[src/sssr_pkg.sv]
// sssr_pkg: shared constants and carrier types of the status summary and
// service request block.
// assumes command strobes on CLK and that the command parser decodes queries.
// What this block does
// drive the service request line while an enabled status byte bit is set; the line follows the request bit, which a serial poll clears
// service request line is driven only when the bus is in gpib mode
// under polling nothing is signalled; state is only returned on queries
// mask bit n enables status byte bit n of the same weight
// mask query returns the weighted sum of enabled positions
// operation and questionable groups 16 bits, byte and standard 8 bits
// bit 15 of every 16-bit group always reads zero
// status byte bit 0 always reads zero
// bit 1 set while any enabled device group event is set
// bit 2 shows the error queue is not empty, clears when empty
// bit 3 set while any enabled questionable event is set
// bit 4 set, after the 3-ff flag sync, while response data waits in output buffer
// bit 4 clears only after every buffered message has been read
// bit 5 set while any enabled standard event bit is set
// bit 6 shows the device is requesting service, seen by serial poll
// bit 7 set while any enabled operation event is set
// clearing a group event register clears its summary bit
// mask clears at power on and when a zero mask is written
// controller clears device, clears events, loads masks, then enables srq
// group summary is the or of event and enable bits
// event bit latches selected transitions, holds until read or clear
// status byte query leaves the summary register unchanged
// request bit is or of enabled bits 0-5 and 7, cleared by serial poll
package sssr_pkg;
    localparam int SSSR_WIDE_W = 16;
    localparam int SSSR_NARROW_W = 8;
    localparam int SSSR_BIT_DEV = 1;
    localparam int SSSR_BIT_ERRQ = 2;
    localparam int SSSR_BIT_QUES = 3;
    localparam int SSSR_BIT_MAV = 4;
    localparam int SSSR_BIT_STD = 5;
    localparam int SSSR_BIT_RQS = 6;
    localparam int SSSR_BIT_OPER = 7;
    localparam logic [7:0] SSSR_MASK_RESET = 8'h00;
    localparam logic [15:0] SSSR_WIDE_RESET = 16'h0000;
    localparam logic [15:0] SSSR_WIDE_LIVE = 16'h7fff;
    localparam logic [15:0] SSSR_PTR_PRESET = 16'h7fff;

    // one group's software-written setup
    typedef struct packed {
        logic [15:0] enable;
        logic [15:0] ptr;
        logic [15:0] ntr;
    } sssr_grp_cfg_t;

    // one-cycle strobes from the command parser
    typedef struct packed {
        logic clr_status;
        logic preset;
        logic srq_mask_wr;
        logic [7:0] srq_mask_data;
        logic serial_poll;
    } sssr_cmd_t;
endpackage : sssr_pkg

[src/sssr_group.sv]
// sssr_group: one status group with condition sync, transition filter,
// latched event register and summary.
// assumes cfg and read strobes come from logic on CLK.
`timescale 1ns/1ps
`default_nettype none
module sssr_group #(
    parameter int W = 16,
    parameter bit SYNC = 1'b1
) (
    input wire logic CLK,
    input wire logic RST,
    input wire logic ce,
    input wire logic [W-1:0] cond_in,
    input wire logic [W-1:0] enable,
    input wire logic [W-1:0] ptr,
    input wire logic [W-1:0] ntr,
    input wire logic live_mask_ok,
    input wire logic [W-1:0] live_mask,
    input wire logic read_evt,
    input wire logic clr_status,
    output logic [W-1:0] event_q,
    output logic summary
);
    import sssr_pkg::*;
    logic [W-1:0] s1_ff, s2_ff, s3_ff, cond_ff;
    logic [W-1:0] rise, fall, hit, nxt_event;

    always_ff @(posedge CLK or posedge RST) begin
        if (RST) begin
            s1_ff <= '0;
            s2_ff <= '0;
            s3_ff <= '0;
        end else if (ce) begin
            s1_ff <= cond_in;
            s2_ff <= s1_ff;
            s3_ff <= s2_ff;
        end
    end

    // a bit is taken once two synchroniser stages agree
    always_ff @(posedge CLK or posedge RST) begin
        if (RST) begin
            cond_ff <= '0;
        end else if (ce) begin
            for (int i = 0; i < W; i++) begin
                if (!SYNC) begin
                    cond_ff[i] <= cond_in[i];
                end else if (s2_ff[i] == s3_ff[i]) begin
                    cond_ff[i] <= s3_ff[i];
                end
            end
        end
    end

    logic [W-1:0] cond_new;
    always_comb begin
        cond_new = cond_ff;
        for (int i = 0; i < W; i++) begin
            if (!SYNC) begin
                cond_new[i] = cond_in[i];
            end else if (s2_ff[i] == s3_ff[i]) begin
                cond_new[i] = s3_ff[i];
            end
        end
        rise = cond_new & ~cond_ff;
        fall = ~cond_new & cond_ff;
        hit = ((rise & ptr) | (fall & ntr)) & live_mask;
        // a new hit in the clearing cycle survives the clear
        nxt_event = ((read_evt | clr_status) ? '0 : event_q) | hit;
    end

    always_ff @(posedge CLK or posedge RST) begin
        if (RST) begin
            event_q <= '0;
        end else if (ce) begin
            event_q <= nxt_event;
        end
    end

    always_ff @(posedge CLK or posedge RST) begin
        if (RST) begin
            summary <= 1'b0;
        end else if (ce) begin
            summary <= |(nxt_event & enable);
        end
    end

    event_latch_a: assert property (@(posedge CLK) disable iff (RST)
        ce && !read_evt && !clr_status |=>
        ((event_q & $past(event_q)) == $past(event_q)))
        else $error("event bit dropped without a clear");
    summary_or_a: assert property (@(posedge CLK) disable iff (RST)
        summary == |(event_q & enable) || $changed(enable))
        else $error("group summary differs from and-or of event");
    unused_top_a: assert property (@(posedge CLK) disable iff (RST)
        ((event_q & ~live_mask) == '0) || !live_mask_ok)
        else $error("unused group bit set");
endmodule : sssr_group
`default_nettype wire

[src/sssr_top.sv]
// sssr_top: status byte summary, service request mask and request bit,
// with operation, questionable, standard event and device status groups.
// assumes a command parser on CLK that decodes queries into strobes and
// writes group setup; condition and buffer inputs may come from elsewhere.
`timescale 1ns/1ps
`default_nettype none
module sssr_top (
    input wire logic CLK,
    input wire logic RST,
    input wire logic CE,
    input wire logic GPIB_MODE,
    input wire sssr_pkg::sssr_cmd_t CMD,
    input wire sssr_pkg::sssr_grp_cfg_t OPER_CFG,
    input wire sssr_pkg::sssr_grp_cfg_t QUES_CFG,
    input wire sssr_pkg::sssr_grp_cfg_t DEV_CFG,
    input wire logic [7:0] STD_ENABLE,
    input wire logic [15:0] OPER_COND,
    input wire logic [15:0] QUES_COND,
    input wire logic [15:0] DEV_COND,
    input wire logic [7:0] STD_EVENT_SET,
    input wire logic RD_OPER,
    input wire logic RD_QUES,
    input wire logic RD_DEV,
    input wire logic RD_STD,
    input wire logic ERRQ_NOT_EMPTY,
    input wire logic OUTBUF_NOT_EMPTY,
    output logic [7:0] STATUS_SUMMARY_BYTE,
    output logic [7:0] POLL_BYTE,
    output logic [7:0] SRQ_MASK,
    output logic [15:0] OPER_EVENT,
    output logic [15:0] QUES_EVENT,
    output logic [15:0] DEV_EVENT,
    output logic [7:0] STD_EVENT,
    output logic SRQ_O,
    output logic SRQ_OE
);
    import sssr_pkg::*;

    logic [15:0] oper_evt, ques_evt, dev_evt;
    logic oper_sum, ques_sum, dev_sum;
    logic [7:0] std_ff, nxt_std;
    logic [7:0] mask_ff, nxt_sb, sb_ff;
    logic rqs_ff, nxt_rqs;
    logic mav_s1_ff, mav_s2_ff, mav_s3_ff, mav_ff;
    logic erq_s1_ff, erq_s2_ff, erq_s3_ff, erq_ff;

    function automatic logic [7:0] sssr_enabled(input logic [7:0] sb,
                                                input logic [7:0] m);
        // bit 6 never feeds itself
        sssr_enabled = sb & m & 8'hbf;
    endfunction : sssr_enabled

    sssr_group #(.W(SSSR_WIDE_W), .SYNC(1'b1)) u_oper (
        .CLK(CLK), .RST(RST), .ce(CE), .cond_in(OPER_COND),
        .enable(OPER_CFG.enable), .ptr(OPER_CFG.ptr), .ntr(OPER_CFG.ntr),
        .live_mask_ok(1'b1), .live_mask(SSSR_WIDE_LIVE),
        .read_evt(RD_OPER), .clr_status(CMD.clr_status),
        .event_q(oper_evt), .summary(oper_sum)
    );
    sssr_group #(.W(SSSR_WIDE_W), .SYNC(1'b1)) u_ques (
        .CLK(CLK), .RST(RST), .ce(CE), .cond_in(QUES_COND),
        .enable(QUES_CFG.enable), .ptr(QUES_CFG.ptr), .ntr(QUES_CFG.ntr),
        .live_mask_ok(1'b1), .live_mask(SSSR_WIDE_LIVE),
        .read_evt(RD_QUES), .clr_status(CMD.clr_status),
        .event_q(ques_evt), .summary(ques_sum)
    );
    sssr_group #(.W(SSSR_WIDE_W), .SYNC(1'b1)) u_dev (
        .CLK(CLK), .RST(RST), .ce(CE), .cond_in(DEV_COND),
        .enable(DEV_CFG.enable), .ptr(DEV_CFG.ptr), .ntr(DEV_CFG.ntr),
        .live_mask_ok(1'b1), .live_mask(SSSR_WIDE_LIVE),
        .read_evt(RD_DEV), .clr_status(CMD.clr_status),
        .event_q(dev_evt), .summary(dev_sum)
    );

    // standard event register: one-cycle set pulses, 8 bits, set wins
    always_comb begin
        nxt_std = ((RD_STD | CMD.clr_status) ? 8'h00 : std_ff)
                  | STD_EVENT_SET;
    end
    always_ff @(posedge CLK or posedge RST) begin
        if (RST) begin
            std_ff <= 8'h00;
        end else if (CE) begin
            std_ff <= nxt_std;
        end
    end

    // buffer and queue flags come from other logic, possibly unrelated clocks
    always_ff @(posedge CLK or posedge RST) begin
        if (RST) begin
            mav_s1_ff <= 1'b0;
            mav_s2_ff <= 1'b0;
            mav_s3_ff <= 1'b0;
            erq_s1_ff <= 1'b0;
            erq_s2_ff <= 1'b0;
            erq_s3_ff <= 1'b0;
        end else if (CE) begin
            mav_s1_ff <= OUTBUF_NOT_EMPTY;
            mav_s2_ff <= mav_s1_ff;
            mav_s3_ff <= mav_s2_ff;
            erq_s1_ff <= ERRQ_NOT_EMPTY;
            erq_s2_ff <= erq_s1_ff;
            erq_s3_ff <= erq_s2_ff;
        end
    end
    always_ff @(posedge CLK or posedge RST) begin
        if (RST) begin
            mav_ff <= 1'b0;
            erq_ff <= 1'b0;
        end else if (CE) begin
            // flag follows buffer level, so it drops only when all is read
            if (mav_s2_ff == mav_s3_ff) begin
                mav_ff <= mav_s3_ff;
            end
            if (erq_s2_ff == erq_s3_ff) begin
                erq_ff <= erq_s3_ff;
            end
        end
    end

    // service request mask; a zero write clears it
    always_ff @(posedge CLK or posedge RST) begin
        if (RST) begin
            mask_ff <= SSSR_MASK_RESET;
        end else if (CE && CMD.srq_mask_wr) begin
            mask_ff <= CMD.srq_mask_data & 8'hbf;
        end
    end

    always_comb begin
        nxt_sb = 8'h00;
        nxt_sb[SSSR_BIT_DEV] = dev_sum;
        nxt_sb[SSSR_BIT_ERRQ] = erq_ff;
        nxt_sb[SSSR_BIT_QUES] = ques_sum;
        nxt_sb[SSSR_BIT_MAV] = mav_ff;
        nxt_sb[SSSR_BIT_STD] = |(std_ff & STD_ENABLE);
        nxt_sb[SSSR_BIT_OPER] = oper_sum;
    end

    // request bit is raised on a new enabled cause, cleared by serial poll;
    // a cause rising in the poll cycle keeps it set
    // judge the cause against the mask that stands after this edge, so a
    // mask write never leaves the request bit set for a dead cause
    logic [7:0] en_now, en_prev_ff, nxt_mask;
    assign nxt_mask = CMD.srq_mask_wr ? (CMD.srq_mask_data & 8'hbf)
                                      : mask_ff;
    assign en_now = sssr_enabled(nxt_sb, nxt_mask);
    always_comb begin
        nxt_rqs = rqs_ff;
        if (CMD.serial_poll) begin
            nxt_rqs = 1'b0;
        end
        if (|(en_now & ~en_prev_ff) || (|en_now && !rqs_ff && !CMD.serial_poll
            && !(|en_prev_ff))) begin
            nxt_rqs = 1'b1;
        end
        if (!(|en_now)) begin
            nxt_rqs = 1'b0;
        end
    end
    always_ff @(posedge CLK or posedge RST) begin
        if (RST) begin
            rqs_ff <= 1'b0;
            en_prev_ff <= 8'h00;
        end else if (CE) begin
            rqs_ff <= nxt_rqs;
            en_prev_ff <= en_now;
        end
    end

    // summary byte output; a status byte query reads it without side effect
    always_ff @(posedge CLK or posedge RST) begin
        if (RST) begin
            sb_ff <= 8'h00;
        end else if (CE) begin
            sb_ff <= nxt_sb;
        end
    end
    logic [7:0] full_sb;
    always_comb begin
        full_sb = sb_ff;
        full_sb[SSSR_BIT_RQS] = |sssr_enabled(sb_ff, mask_ff);
    end

    always_ff @(posedge CLK or posedge RST) begin
        if (RST) begin
            STATUS_SUMMARY_BYTE <= 8'h00;
            POLL_BYTE <= 8'h00;
            SRQ_MASK <= 8'h00;
            OPER_EVENT <= SSSR_WIDE_RESET;
            QUES_EVENT <= SSSR_WIDE_RESET;
            DEV_EVENT <= SSSR_WIDE_RESET;
            STD_EVENT <= 8'h00;
            SRQ_O <= 1'b0;
            SRQ_OE <= 1'b0;
        end else if (CE) begin
            STATUS_SUMMARY_BYTE <= full_sb;
            POLL_BYTE <= {sb_ff[7], rqs_ff, sb_ff[5:0]};
            SRQ_MASK <= mask_ff;
            OPER_EVENT <= oper_evt;
            QUES_EVENT <= ques_evt;
            DEV_EVENT <= dev_evt;
            STD_EVENT <= std_ff;
            // srq line is asserted low on the bus; drive only in gpib mode
            SRQ_O <= 1'b0;
            SRQ_OE <= GPIB_MODE && rqs_ff;
        end
    end

    bit0_zero_a: assert property (@(posedge CLK) disable iff (RST)
        STATUS_SUMMARY_BYTE[0] == 1'b0 && POLL_BYTE[0] == 1'b0)
        else $error("status byte bit 0 not zero");
    srq_mode_a: assert property (@(posedge CLK) disable iff (RST)
        !GPIB_MODE && CE |=> !SRQ_OE)
        else $error("srq driven outside gpib mode");
    srq_drive_a: assert property (@(posedge CLK) disable iff (RST)
        CE && GPIB_MODE && rqs_ff |=> SRQ_OE && !SRQ_O)
        else $error("srq not driven for pending request");
    mask_zero_a: assert property (@(posedge CLK) disable iff (RST)
        CE && CMD.srq_mask_wr && CMD.srq_mask_data == 8'h00
        |=> ##1 SRQ_MASK == 8'h00)
        else $error("zero mask write did not clear mask");
    poll_clear_a: assert property (@(posedge CLK) disable iff (RST)
        CE && CMD.serial_poll && (en_now & ~en_prev_ff) == 8'h00
        |=> !rqs_ff)
        else $error("serial poll did not clear request bit");
    rqs_cause_a: assert property (@(posedge CLK) disable iff (RST)
        rqs_ff |-> |sssr_enabled(sb_ff, mask_ff))
        else $error("request bit without enabled cause");
    clear_sum_a: assert property (@(posedge CLK) disable iff (RST)
        CE && CMD.clr_status && STD_EVENT_SET == 8'h00
        |=> ##1 !sb_ff[SSSR_BIT_STD])
        else $error("clear status left standard summary set");
    mav_follow_a: assert property (@(posedge CLK) disable iff (RST)
        CE && mav_s2_ff && mav_s3_ff |=> ##1 sb_ff[SSSR_BIT_MAV])
        else $error("message available not reported");
endmodule : sssr_top
`default_nettype wire
[config.mk]
export PLATFORM = sky130hd
export DESIGN_NAME = sssr_top
export DESIGN_NICKNAME = d
export VERILOG_FILES = /design/src/sssr_pkg.sv /design/src/sssr_group.sv /design/src/sssr_top.sv
export SDC_FILE = /design/constraint.sdc
export NUM_CORES = 1
export LEC_CHECK = 0
export BUFFER_PORTS_ARGS = -buffer_cell sky130_fd_sc_hd__buf_4
export CORE_MARGIN = 8
export CORE_UTILIZATION = 40
export CTS_CLUSTER_DIAMETER = 150
export DETAILED_ROUTE_END_ITERATION = 10
export HOLD_SLACK_MARGIN = 0.05
export PLACE_DENSITY = 0.6
export SYNTH_ARGS = -nofsm -noshare
export SYNTH_HDL_FRONTEND = slang
export SYNTH_SLANG_ARGS = --single-unit
[constraint.sdc]
create_clock -name CLK -period 9.6 [get_ports CLK]
set_input_delay 0.96 -clock CLK [delete_from_list [all_inputs] [get_ports CLK]]
set_output_delay 0.96 -clock CLK [all_outputs]
set_load 0.01 [all_outputs]
==> flow_summary_export.csv, run 1 <==
group,metric,value,unit
routing,drc_errors,0,
clocking,clockRootBuffer,"clkbuf_16",
routing,final_antenna_net_count,0,
timing,finalSetupTns,0,ns
placement,placedCellCount,1949,
pwr,ir_drop,0.000127,V
synth,synthCells,1238,
cells_and_area,area_growth,26.9,%
timing,skew,0.00895,ns
clocking,cts_setup_buffers,0,
worst_setup_path,worstSetupPathType,"input port to flop",
global_route,grt_pass1_wl,60800,µm
timing,final-setup-viol-count,0,
synth,synth.area.mux_share,0.139,
synth,synth_enable_flop_cells,0,
synth,synth_xor_xnor_area_share,0,
global_route,antenna_found_initial,1,
synth,synth.avg_cell_area,11.9,µm²
floorplan,initial_utilization,0.405,
synth,synth-seq-cells,339,
placement,hpwl,26300,µm
routing,routedWlPerCell,18.8,µm
clocking,clk_path_buf_depth,3,
floorplan,core_area,36400,µm²
synth,synth_top_flop_cell,"dfrtp_1",
floorplan,die_w,208,µm
routing,viasPerCell,5.28,
synth,synth.top_cell.area_share,0.575,
timing,rsz0062_at_grt,"no",
clocking,htreeDepth,2,
synth,async_flop_share,1.00,
timing,post-route-min-period,3.44,ns
clocking,cts_tree,"yes",
global_route,grt_max_degree,184,
synth,synth.area.top_cells,"dfrtp_1 (57%), mux2_2 (14%), o21ai_0 (5.4%), a22o_1 (2.5%), nand2_1 (2.2%)",
synth,synth_top_cell_by_area,"dfrtp_1",
routing,dr.pass1.iters,5,
worst_setup_path,reg2reg_depth,5,
cells_and_area,final_cell_mix,"dfrtp_1 (339), buf_4 (303), mux2_2 (181)",
synth,yosys.area_share.adder,0,
worst_setup_path,cp-end-kind,"flop",
global_route,grt_usage,0.171,
clocking,cts_hold_buf,0,
floorplan,die_area,43300,µm²
cells_and_area,nets,1752,
floorplan,pin_count,312,
routing,vias,10700,
global_route,grt_pass1_vias,11100,
clocking,clock_latency,0.53,ns
worst_setup_path,worstPathMaxFanout,128,
synth,synth_compound_area_frac,0.161,
floorplan,die_y,208,µm
floorplan,num_rows,70,
routing,wirelength,38000,µm
placement,io_buffers,296,
routing,drtIter0Drc,614,
timing,timing.slew.headroom,0.245,
timing,hold_viol_final,0,
pwr,powerDensity,237,nW/µm²
timing,fmax,290,MHz
synth,synthSimpleGateAreaFrac,0.0840,
timing,worst_slew_pin_slew,1.13,ns
synth,synthDistinctLibCells,48,
cells_and_area,stdcell_count,2020,
synth,synthesis.area,14800,µm²
run_status,status,"finished, final reports clean",
timing,post-route-period-util,0.359,
clocking,cts_resized,0,
timing,slew_violations,0,
cells_and_area,drive_gt1_frac,0.362,
pwr,p_leak,8.68,nW
clocking,cts.sinks,339,
synth,synth_seq_area_share,0.575,
clocking,clk_pin_slew,0.06,ns
worst_setup_path,worstPathRequired,10.00,ns
worst_setup_path,start_kind,"input port",
worst_hold_path,hp-class,"input port to async pin",
synth,synth_top_family_by_area,"compound AO/OA/AOI/OAI gates",
global_route,overflow,0,
synth,yosys_warnings,0,
placement,gp_congestion,0.796,
cells_and_area,final_common_cell,"dfrtp_1",
clocking,cts_buffers,39,
run,max_cap_violations,0,
worst_setup_path,worstPathArrival,3.85,ns
[final timing paths]
kind | start | slack (ns) | to
worst max-delay path | CE | 6.16 | u_oper.s1_ff[0]
worst min-delay path | RST | 0.45 | u_oper.event_q[3]
worst max register to register | u_ques.s2_ff[12] | 7.83 | u_ques.summary
worst min register to register | u_oper.event_q[10] | 0.49 | u_oper.event_q[10]
max in group asynchronous | RST | 6.98 | u_dev.s1_ff[6]
min in group CLK | u_oper.event_q[10] | 0.49 | u_oper.event_q[10]
[layout make-up]
| cell class | instances | area, µm² |
|---|---|---|
| tap | 468 | 586 |
| clock inverter | 12 | 185 |
| timing repair buffer | 305 | 2310 |
| fill | 3253 | 17700 |
| inverter | 74 | 282 |
| antenna | 1 | 2.50 |
| clock buffer | 58 | 1200 |
| multi-input combinational | 763 | 5680 |
| sequential | 339 | 8480 |
[critical path: stages]
cell    delay, ns
buf_8        0.50
buf_4        0.76
buf_4        0.97
mux2_2       0.42
[state kept, by name, indices dropped and copies added (netlist names), 7 cells and up]
signal,cells
DEV_EVENT,16
OPER_EVENT,16
POLL_BYTE,7
QUES_EVENT,16
SRQ_MASK,7
STD_EVENT,8
mask_ff,7
std_ff,8
u_dev.cond_ff,15
u_dev.event_q,16
u_dev.s1_ff,15
u_dev.s2_ff,15
u_dev.s3_ff,15
u_oper.cond_ff,15
u_oper.event_q,16
u_oper.s1_ff,15
u_oper.s2_ff,15
u_oper.s3_ff,15
u_ques.cond_ff,15
u_ques.event_q,16
u_ques.s1_ff,15
u_ques.s2_ff,15
u_ques.s3_ff,15
[cell usage after synthesis, types with 9 or more instances]
library cell	number
a22oi_1	16
o21ai_0	158
nand4b_1	37
or3b_1	13
o31ai_1	32
nand4bb_1	11
clkbuf_1	24
mux2_2	181
inv_1	74
a22o_1	42
nand2_1	87
dfrtp_1	339
and2_1	13
or4bb_1	9
a21oi_1	65
buf_2	30
buf_4	10
a21o_1	25
[through the flow]
stage               utilization  area (µm²)  setup slack, ns  hold slack, ns  power [mW]
floorplan                     -       14800             4.11           0.446        2.51
global placement          0.476       17300             5.60           0.472        2.86
detailed placement        0.476       17300             5.57           0.478        2.90
CTS                       0.514       18700             6.15           0.445        4.50
global route              0.514       18700             5.91           0.471        4.69
finish                    0.514       18700             6.16           0.453        4.44
[layer usage]
layer | part of all wire | up-vias | track usage
met1 | 0.44 | 5271 | 0.222
met3 | 0.061 | 46 | 0.0479
met4 | 0.017 | 0 | 0.0419
met5 | 0 | - | 0
met2 | 0.48 | 261 | 0.280
li1 | - | 5090 | -
[cell families (layout without fill, tap and decap cells)]
logic type	after synthesis	count (layout)
muxes	182	182
AOI/OAI and AO/OA	378	378
and+or+nand+nor	199	199
other	1	5
buffers and inverters	139	449
DFF	339	339
[report_power, final]
| part | total, mW | switching (mW) | internal (mW) | leakage (nW) |
|---|---|---|---|---|
| combinational | 0.848 | 0.375 | 0.473 | 3.86 |
| clock | 1.58 | 0.583 | 0.997 | 0.689 |
| sequential | 2.01 | 0.271 | 1.74 | 4.13 |
| total | 4.44 | 1.23 | 3.21 | 8.68 |
(Power assumes the default switching activity.)
==> inputs of run 2 (changes only) <==
--- a/config.mk
+++ b/config.mk
@@ -11,7 +11,7 @@
 export CTS_CLUSTER_DIAMETER = 150
 export DETAILED_ROUTE_END_ITERATION = 10
 export HOLD_SLACK_MARGIN = 0.05
-export PLACE_DENSITY = 0.6
+export PLACE_DENSITY = 0.58
 export SYNTH_ARGS = -nofsm -noshare
 export SYNTH_HDL_FRONTEND = slang
 export SYNTH_SLANG_ARGS = --single-unit
==> constraint.sdc (replaced) <==
create_clock -name CLK -period 3.5 [get_ports CLK]
set_input_delay 0.35 -clock CLK [delete_from_list [all_inputs] [get_ports CLK]]
set_output_delay 0.35 -clock CLK [all_outputs]
set_load 0.01 [all_outputs]
==> flow_summary_export.csv, run 2 (synthesis gave the netlist of run 1 again) <==
group,metric,value,unit
routing,met1_length,17100,µm
placement,io_buffers,296,
pwr,p_leak,8.86,nW
timing,hold_viol_final,0,
placement,hpwl,26700,µm
worst_setup_path,worstSetupPathType,"flop to flop",
worst_setup_path,worstPathArrival,2.21,ns
global_route,antenna_found_initial,2,
run_status,status,"finished, final reports clean",
routing,vias,10800,
timing,final-setup-viol-count,0,
worst_setup_path,critPathSlowestCell,"or4bb_1",
floorplan,initial_utilization,0.405,
floorplan,pin_count,312,
routing,drc_errors,0,
pwr,ir_drop,0.000387,V
clocking,cts_buffers,39,
floorplan,core_area,36400,µm²
global_route,grt_max_degree,161,
global_route,grt_pass1_wl,62100,µm
worst_setup_path,crit_path_cell_trace,"or4bb_1 > a31o_1 > o2111ai_1 > a2111oi_0 > a41oi_1",
pwr,powerDensity,625,nW/µm²
clocking,clk_pin_slew,0.06,ns
clocking,cts_resized,0,
cells_and_area,stdcell_count,2069,
floorplan,die_y,208,µm
routing,routedWlPerCell,18.5,µm
cells_and_area,drive_gt1_frac,0.354,
worst_hold_path,hp-class,"input port to flop",
routing,viasPerCell,5.23,
timing,timing.slew.headroom,0.463,
timing,fin_ws,1.72,ns
cells_and_area,final_cell_mix,"dfrtp_1 (339), buf_4 (308), mux2_2 (181)",
clocking,cts.sinks,339,
timing,post-route-period-util,0.509,
routing,wirelength,38300,µm
clocking,clock_latency,0.52,ns
routing,wl_met3,2290,µm
cells_and_area,area_growth,29.7,%
placement,post-place-ws,1.32,ns
routing,dr.pass1.iters,4,
cells_and_area,n_fill_cell,3202,
global_route,grt_usage,0.175,
timing,fmax,561,MHz
cells_and_area,nets,1801,
timing,skew,0.0114,ns
floorplan,die_w,208,µm
placement,placedCellCount,1956,
timing,slew_violations,0,
routing,highest_layer,"met5",
worst_setup_path,start_kind,"flop",
clocking,htreeDepth,2,
clocking,clk_path_buf_depth,3,
placement,gp_congestion,0.797,
worst_setup_path,worstPathMaxFanout,6,
floorplan,die_area,43300,µm²
routing,wl_met2,18300,µm
floorplan,num_rows,70,
global_route,overflow,0,
timing,rsz0062_at_grt,"no",
clocking,cts_setup_buffers,0,
run,max_cap_violations,0,
global_route,grt_pass1_vias,11300,
worst_setup_path,cp-end-kind,"flop",
clocking,cts_hold_buf,42,
clocking,cts_tree,"yes",
routing,drtIter0Drc,580,
cells_and_area,final_common_cell,"dfrtp_1",
worst_setup_path,max_stage_delay,0.54,ns
pwr,fin_total_pwr,12.0,mW
routing,final_antenna_net_count,0,
worst_setup_path,worstPathRequired,3.93,ns
timing,post-route-min-period,1.78,ns
clocking,clockRootBuffer,"clkbuf_16",
timing,worst_slew_pin_slew,0.805,ns
[run 2: cell count changes in the layout (fill, tap and decap cells not counted)]
cell / change
buf_4: +5
bufinv_16: -4
dlygate4sd3_1: +42
clkinv_2: +1
clkbuf_8: +2
clkbuf_1: +1
buf_12: +2
[run 2: metal layers]
metal,up-vias,GRT usage
li1,5195,-
met1,5337,0.229
met2,232,0.285
met3,56,0.0485
met4,4,0.0421
met5,-,0
[run 2: through the flow]
stage,util,instance area (µm²),TNS (ns),hold slack (ns)
after floorplan,-,14800,-468.69,0.446
after global placement,0.478,17400,0,0.461
after detailed placement,0.478,17400,0,0.478
after CTS,0.525,19100,0,0.0500
after global routing,0.525,19100,0,0.0584
final,0.525,19100,0,0.0760
[run 2: report_power, final]
part | total [mW] | leakage (nW) | internal, mW | switching [mW]
registers | 5.52 | 4.13 | 4.78 | 0.737
logic | 2.38 | 4.08 | 1.34 | 1.04
clock network | 4.06 | 0.652 | 2.48 | 1.58
[run 2: worst paths after layout]
check,start,end,slack [ns],cells after the start
setup / recovery,u_oper.s2_ff[5],u_oper.summary,1.72,5
hold / removal,QUES_COND[7],u_ques.s1_ff[7],0.08,2
setup reg to reg,u_oper.s2_ff[5],u_oper.summary,1.72,5
hold reg to reg,u_oper.s1_ff[0],u_oper.s2_ff[0],0.49,2
max in group asynchronous,RST,std_ff[7],1.94,4
min in group asynchronous,RST,u_oper.event_q[0],0.51,3
[run 2: area by class of cell]
| class | count | area [µm²] | share of cell area |
|---|---|---|---|
| inverter | 74 | 282 | 0.0147 |
| timing repair buffer | 354 | 2810 | 0.147 |
| clock inverter | 9 | 70.1 | 0.00366 |
| clock buffer | 61 | 1230 | 0.0643 |
| multi-input combinational | 763 | 5680 | 0.297 |
| antenna | 1 | 2.50 | 0.000131 |
| tap | 468 | 586 | 0.0306 |
| sequential | 339 | 8480 | 0.443 |
[run 2: critical path: cells and delay by family (launching register included)]
| family | cells | cell delay, ns |
|---|---|---|
| compound gates | 4 | 0.69 |
| simple gates | 1 | 0.54 |
| flops | 1 | 0.45 |
==> inputs of run 3 (changes only) <==
==> constraint.sdc (replaced) <==
create_clock -name CLK -period 1.9 [get_ports CLK]
set_input_delay 0.19 -clock CLK [delete_from_list [all_inputs] [get_ports CLK]]
set_output_delay 0.19 -clock CLK [all_outputs]
set_load 0.01 [all_outputs]
==> flow_summary_export.csv, run 3 (synthesis gave the netlist of run 1 again) <==
group,metric,value,unit
timing,hold_viol_final,0,
routing,drtIter0Drc,598,
routing,vias,11100,
cells_and_area,final_cell_mix,"dfrtp_1 (338), buf_4 (317), mux2_2 (181)",
timing,worst_slew_pin_slew,0.678,ns
timing,fmax,550,MHz
clocking,cts_buffers,39,
worst_setup_path,cp-end-kind,"flop",
clocking,cts.sinks,339,
timing,post-route-period-util,0.957,
pwr,fin_total_pwr,22.0,mW
run,max_cap_violations,0,
floorplan,pin_count,312,
global_route,antenna_found_initial,1,
pwr,power_frac_comb,0.204,
timing,final-setup-viol-count,0,
timing,fin_ws,0.0822,ns
timing,holdWs,0.00241,ns
pwr,ir_drop,0.000711,V
pwr,pwr-share-clk,0.333,
global_route,overflow,0,
worst_setup_path,worstPathMaxFanout,6,
floorplan,die_area,43300,µm²
worst_setup_path,worstPathRequired,2.28,ns
worst_setup_path,start_kind,"flop",
cells_and_area,area_growth,32.9,%
timing,finalSetupTns,0,ns
routing,dr.pass1.iters,5,
pwr,powerDensity,1120,nW/µm²
global_route,grt_max_degree,87,
placement,hpwl,28100,µm
placement,gp_congestion,0.783,
pwr,internal_power,15.8,mW
routing,drc_errors,0,
clocking,htreeDepth,2,
timing,slew_violations,0,
placement,placed_area,17600,µm²
global_route,grt_pass1_wl,63800,µm
placement,post-place-ws,0.0971,ns
timing,post-route-min-period,1.82,ns
pwr,p_switching,6.18,mW
routing,final_antenna_net_count,0,
floorplan,initial_utilization,0.405,
global_route,grt_usage,0.180,
routing,routedWlPerCell,18.5,µm
clocking,clock_latency,0.53,ns
floorplan,die_y,208,µm
global_route,grt_pass1_vias,11700,
cells_and_area,fin_area,19600,µm²
clocking,clockRootBuffer,"clkbuf_16",
cells_and_area,drive_gt1_frac,0.353,
run_status,status,"finished, final reports clean",
worst_setup_path,worstPathArrival,2.19,ns
worst_hold_path,hp-class,"input port to flop",
floorplan,core_area,36400,µm²
worst_setup_path,worstSetupPathType,"flop to flop",
routing,wirelength,39100,µm
cells_and_area,final_common_cell,"dfrtp_1",
placement,io_buffers,296,
cells_and_area,nets,1848,
clocking,cts_tree,"yes",
pwr,pwr-share-seq,0.463,
pwr,p_leak,9.06,nW
timing,rsz0062_at_grt,"no",
pwr,switching_share,0.281,
clocking,clk_path_buf_depth,3,
routing,viasPerCell,5.25,
floorplan,num_rows,70,
clocking,clk_pin_slew,0.06,ns
timing,skew,0.0147,ns
timing,timing.slew.headroom,0.545,
floorplan,die_w,208,µm
==> run 3: changes by cell type in the layout (fill, tap and decap cells not counted), sizes merged <==
cell / before / now
clkbuf: 61 / 59
dlygate4sd3: 42 / 75
clkinv: 8 / 5
buf: 312 / 326
==> run 3: worst paths after layout <==
path | slack (ns) | start | to | cells after the start
worst max-delay path | 0.08 | u_oper.s2_ff[13] | u_oper.summary | 6
worst min-delay path | 0.002 | DEV_CFG[45] | u_dev.summary | 3
worst max register to register | 0.08 | u_oper.s2_ff[13] | u_oper.summary | 6
worst min register to register | 0.48 | mav_s1_ff | mav_s2_ff | 2
max in group asynchronous | 0.98 | RST | u_oper.s1_ff[9] | 5
min in group asynchronous | 0.40 | RST | u_oper.cond_ff[0] | 4
==> run 3: layout make-up <==
type / count / area [µm²]
Fill cell: 3119 / 16800
Sequential cell: 339 / 8480
Multi-Input combinational cell: 763 / 5700
Timing Repair Buffer: 401 / 3310
Clock buffer: 59 / 1200
Tap cell: 468 / 586
Inverter: 74 / 282
Clock inverter: 6 / 58.8
Antenna cell: 1 / 2.50
==> run 3: stage by stage <==
stage	instances	utilization
2_1_floorplan	1241	-
3_3_place_gp	1968	0.482
3_5_place_dp	1968	0.482
4_1_cts	2110	0.538
5_1_grt	2110	0.538
6_report	2111	0.538
==> run 3: power groups by stage <==
stage | clock, mW | sequential, mW | combinational, mW
detailed placement | 0 | 10.3 | 4.41
CTS | 7.56 | 10.2 | 4.57
finish | 7.33 | 10.2 | 4.49
global placement | 0 | 10.2 | 4.30
floorplan | 0 | 10.0 | 2.62
global route | 7.87 | 10.5 | 5.00
==> run 3: critical path, stage by stage (launching register included) <==
cell,delay (ns)
dfrtp_1,0.42
nand4bb_1,0.16
o31ai_2,0.09
a21o_1,0.17
a22oi_1,0.17
dlygate4sd3_1,0.57
a41oi_1,0.10
==> run 3: repair_timing <==
item,in CTS,in global routing
buffers inserted,0,2
hold endpoints to repair,285,0
resized for setup,0,4
endpoints found under the setup margin,0,2
hold buffers,77,0
==> run 3: routing by layer <==
layer  share of wire  global-route usage
met2            0.47               0.294
met3           0.053              0.0428
met5               0                   0
met4           0.022              0.0480
met1            0.45               0.237
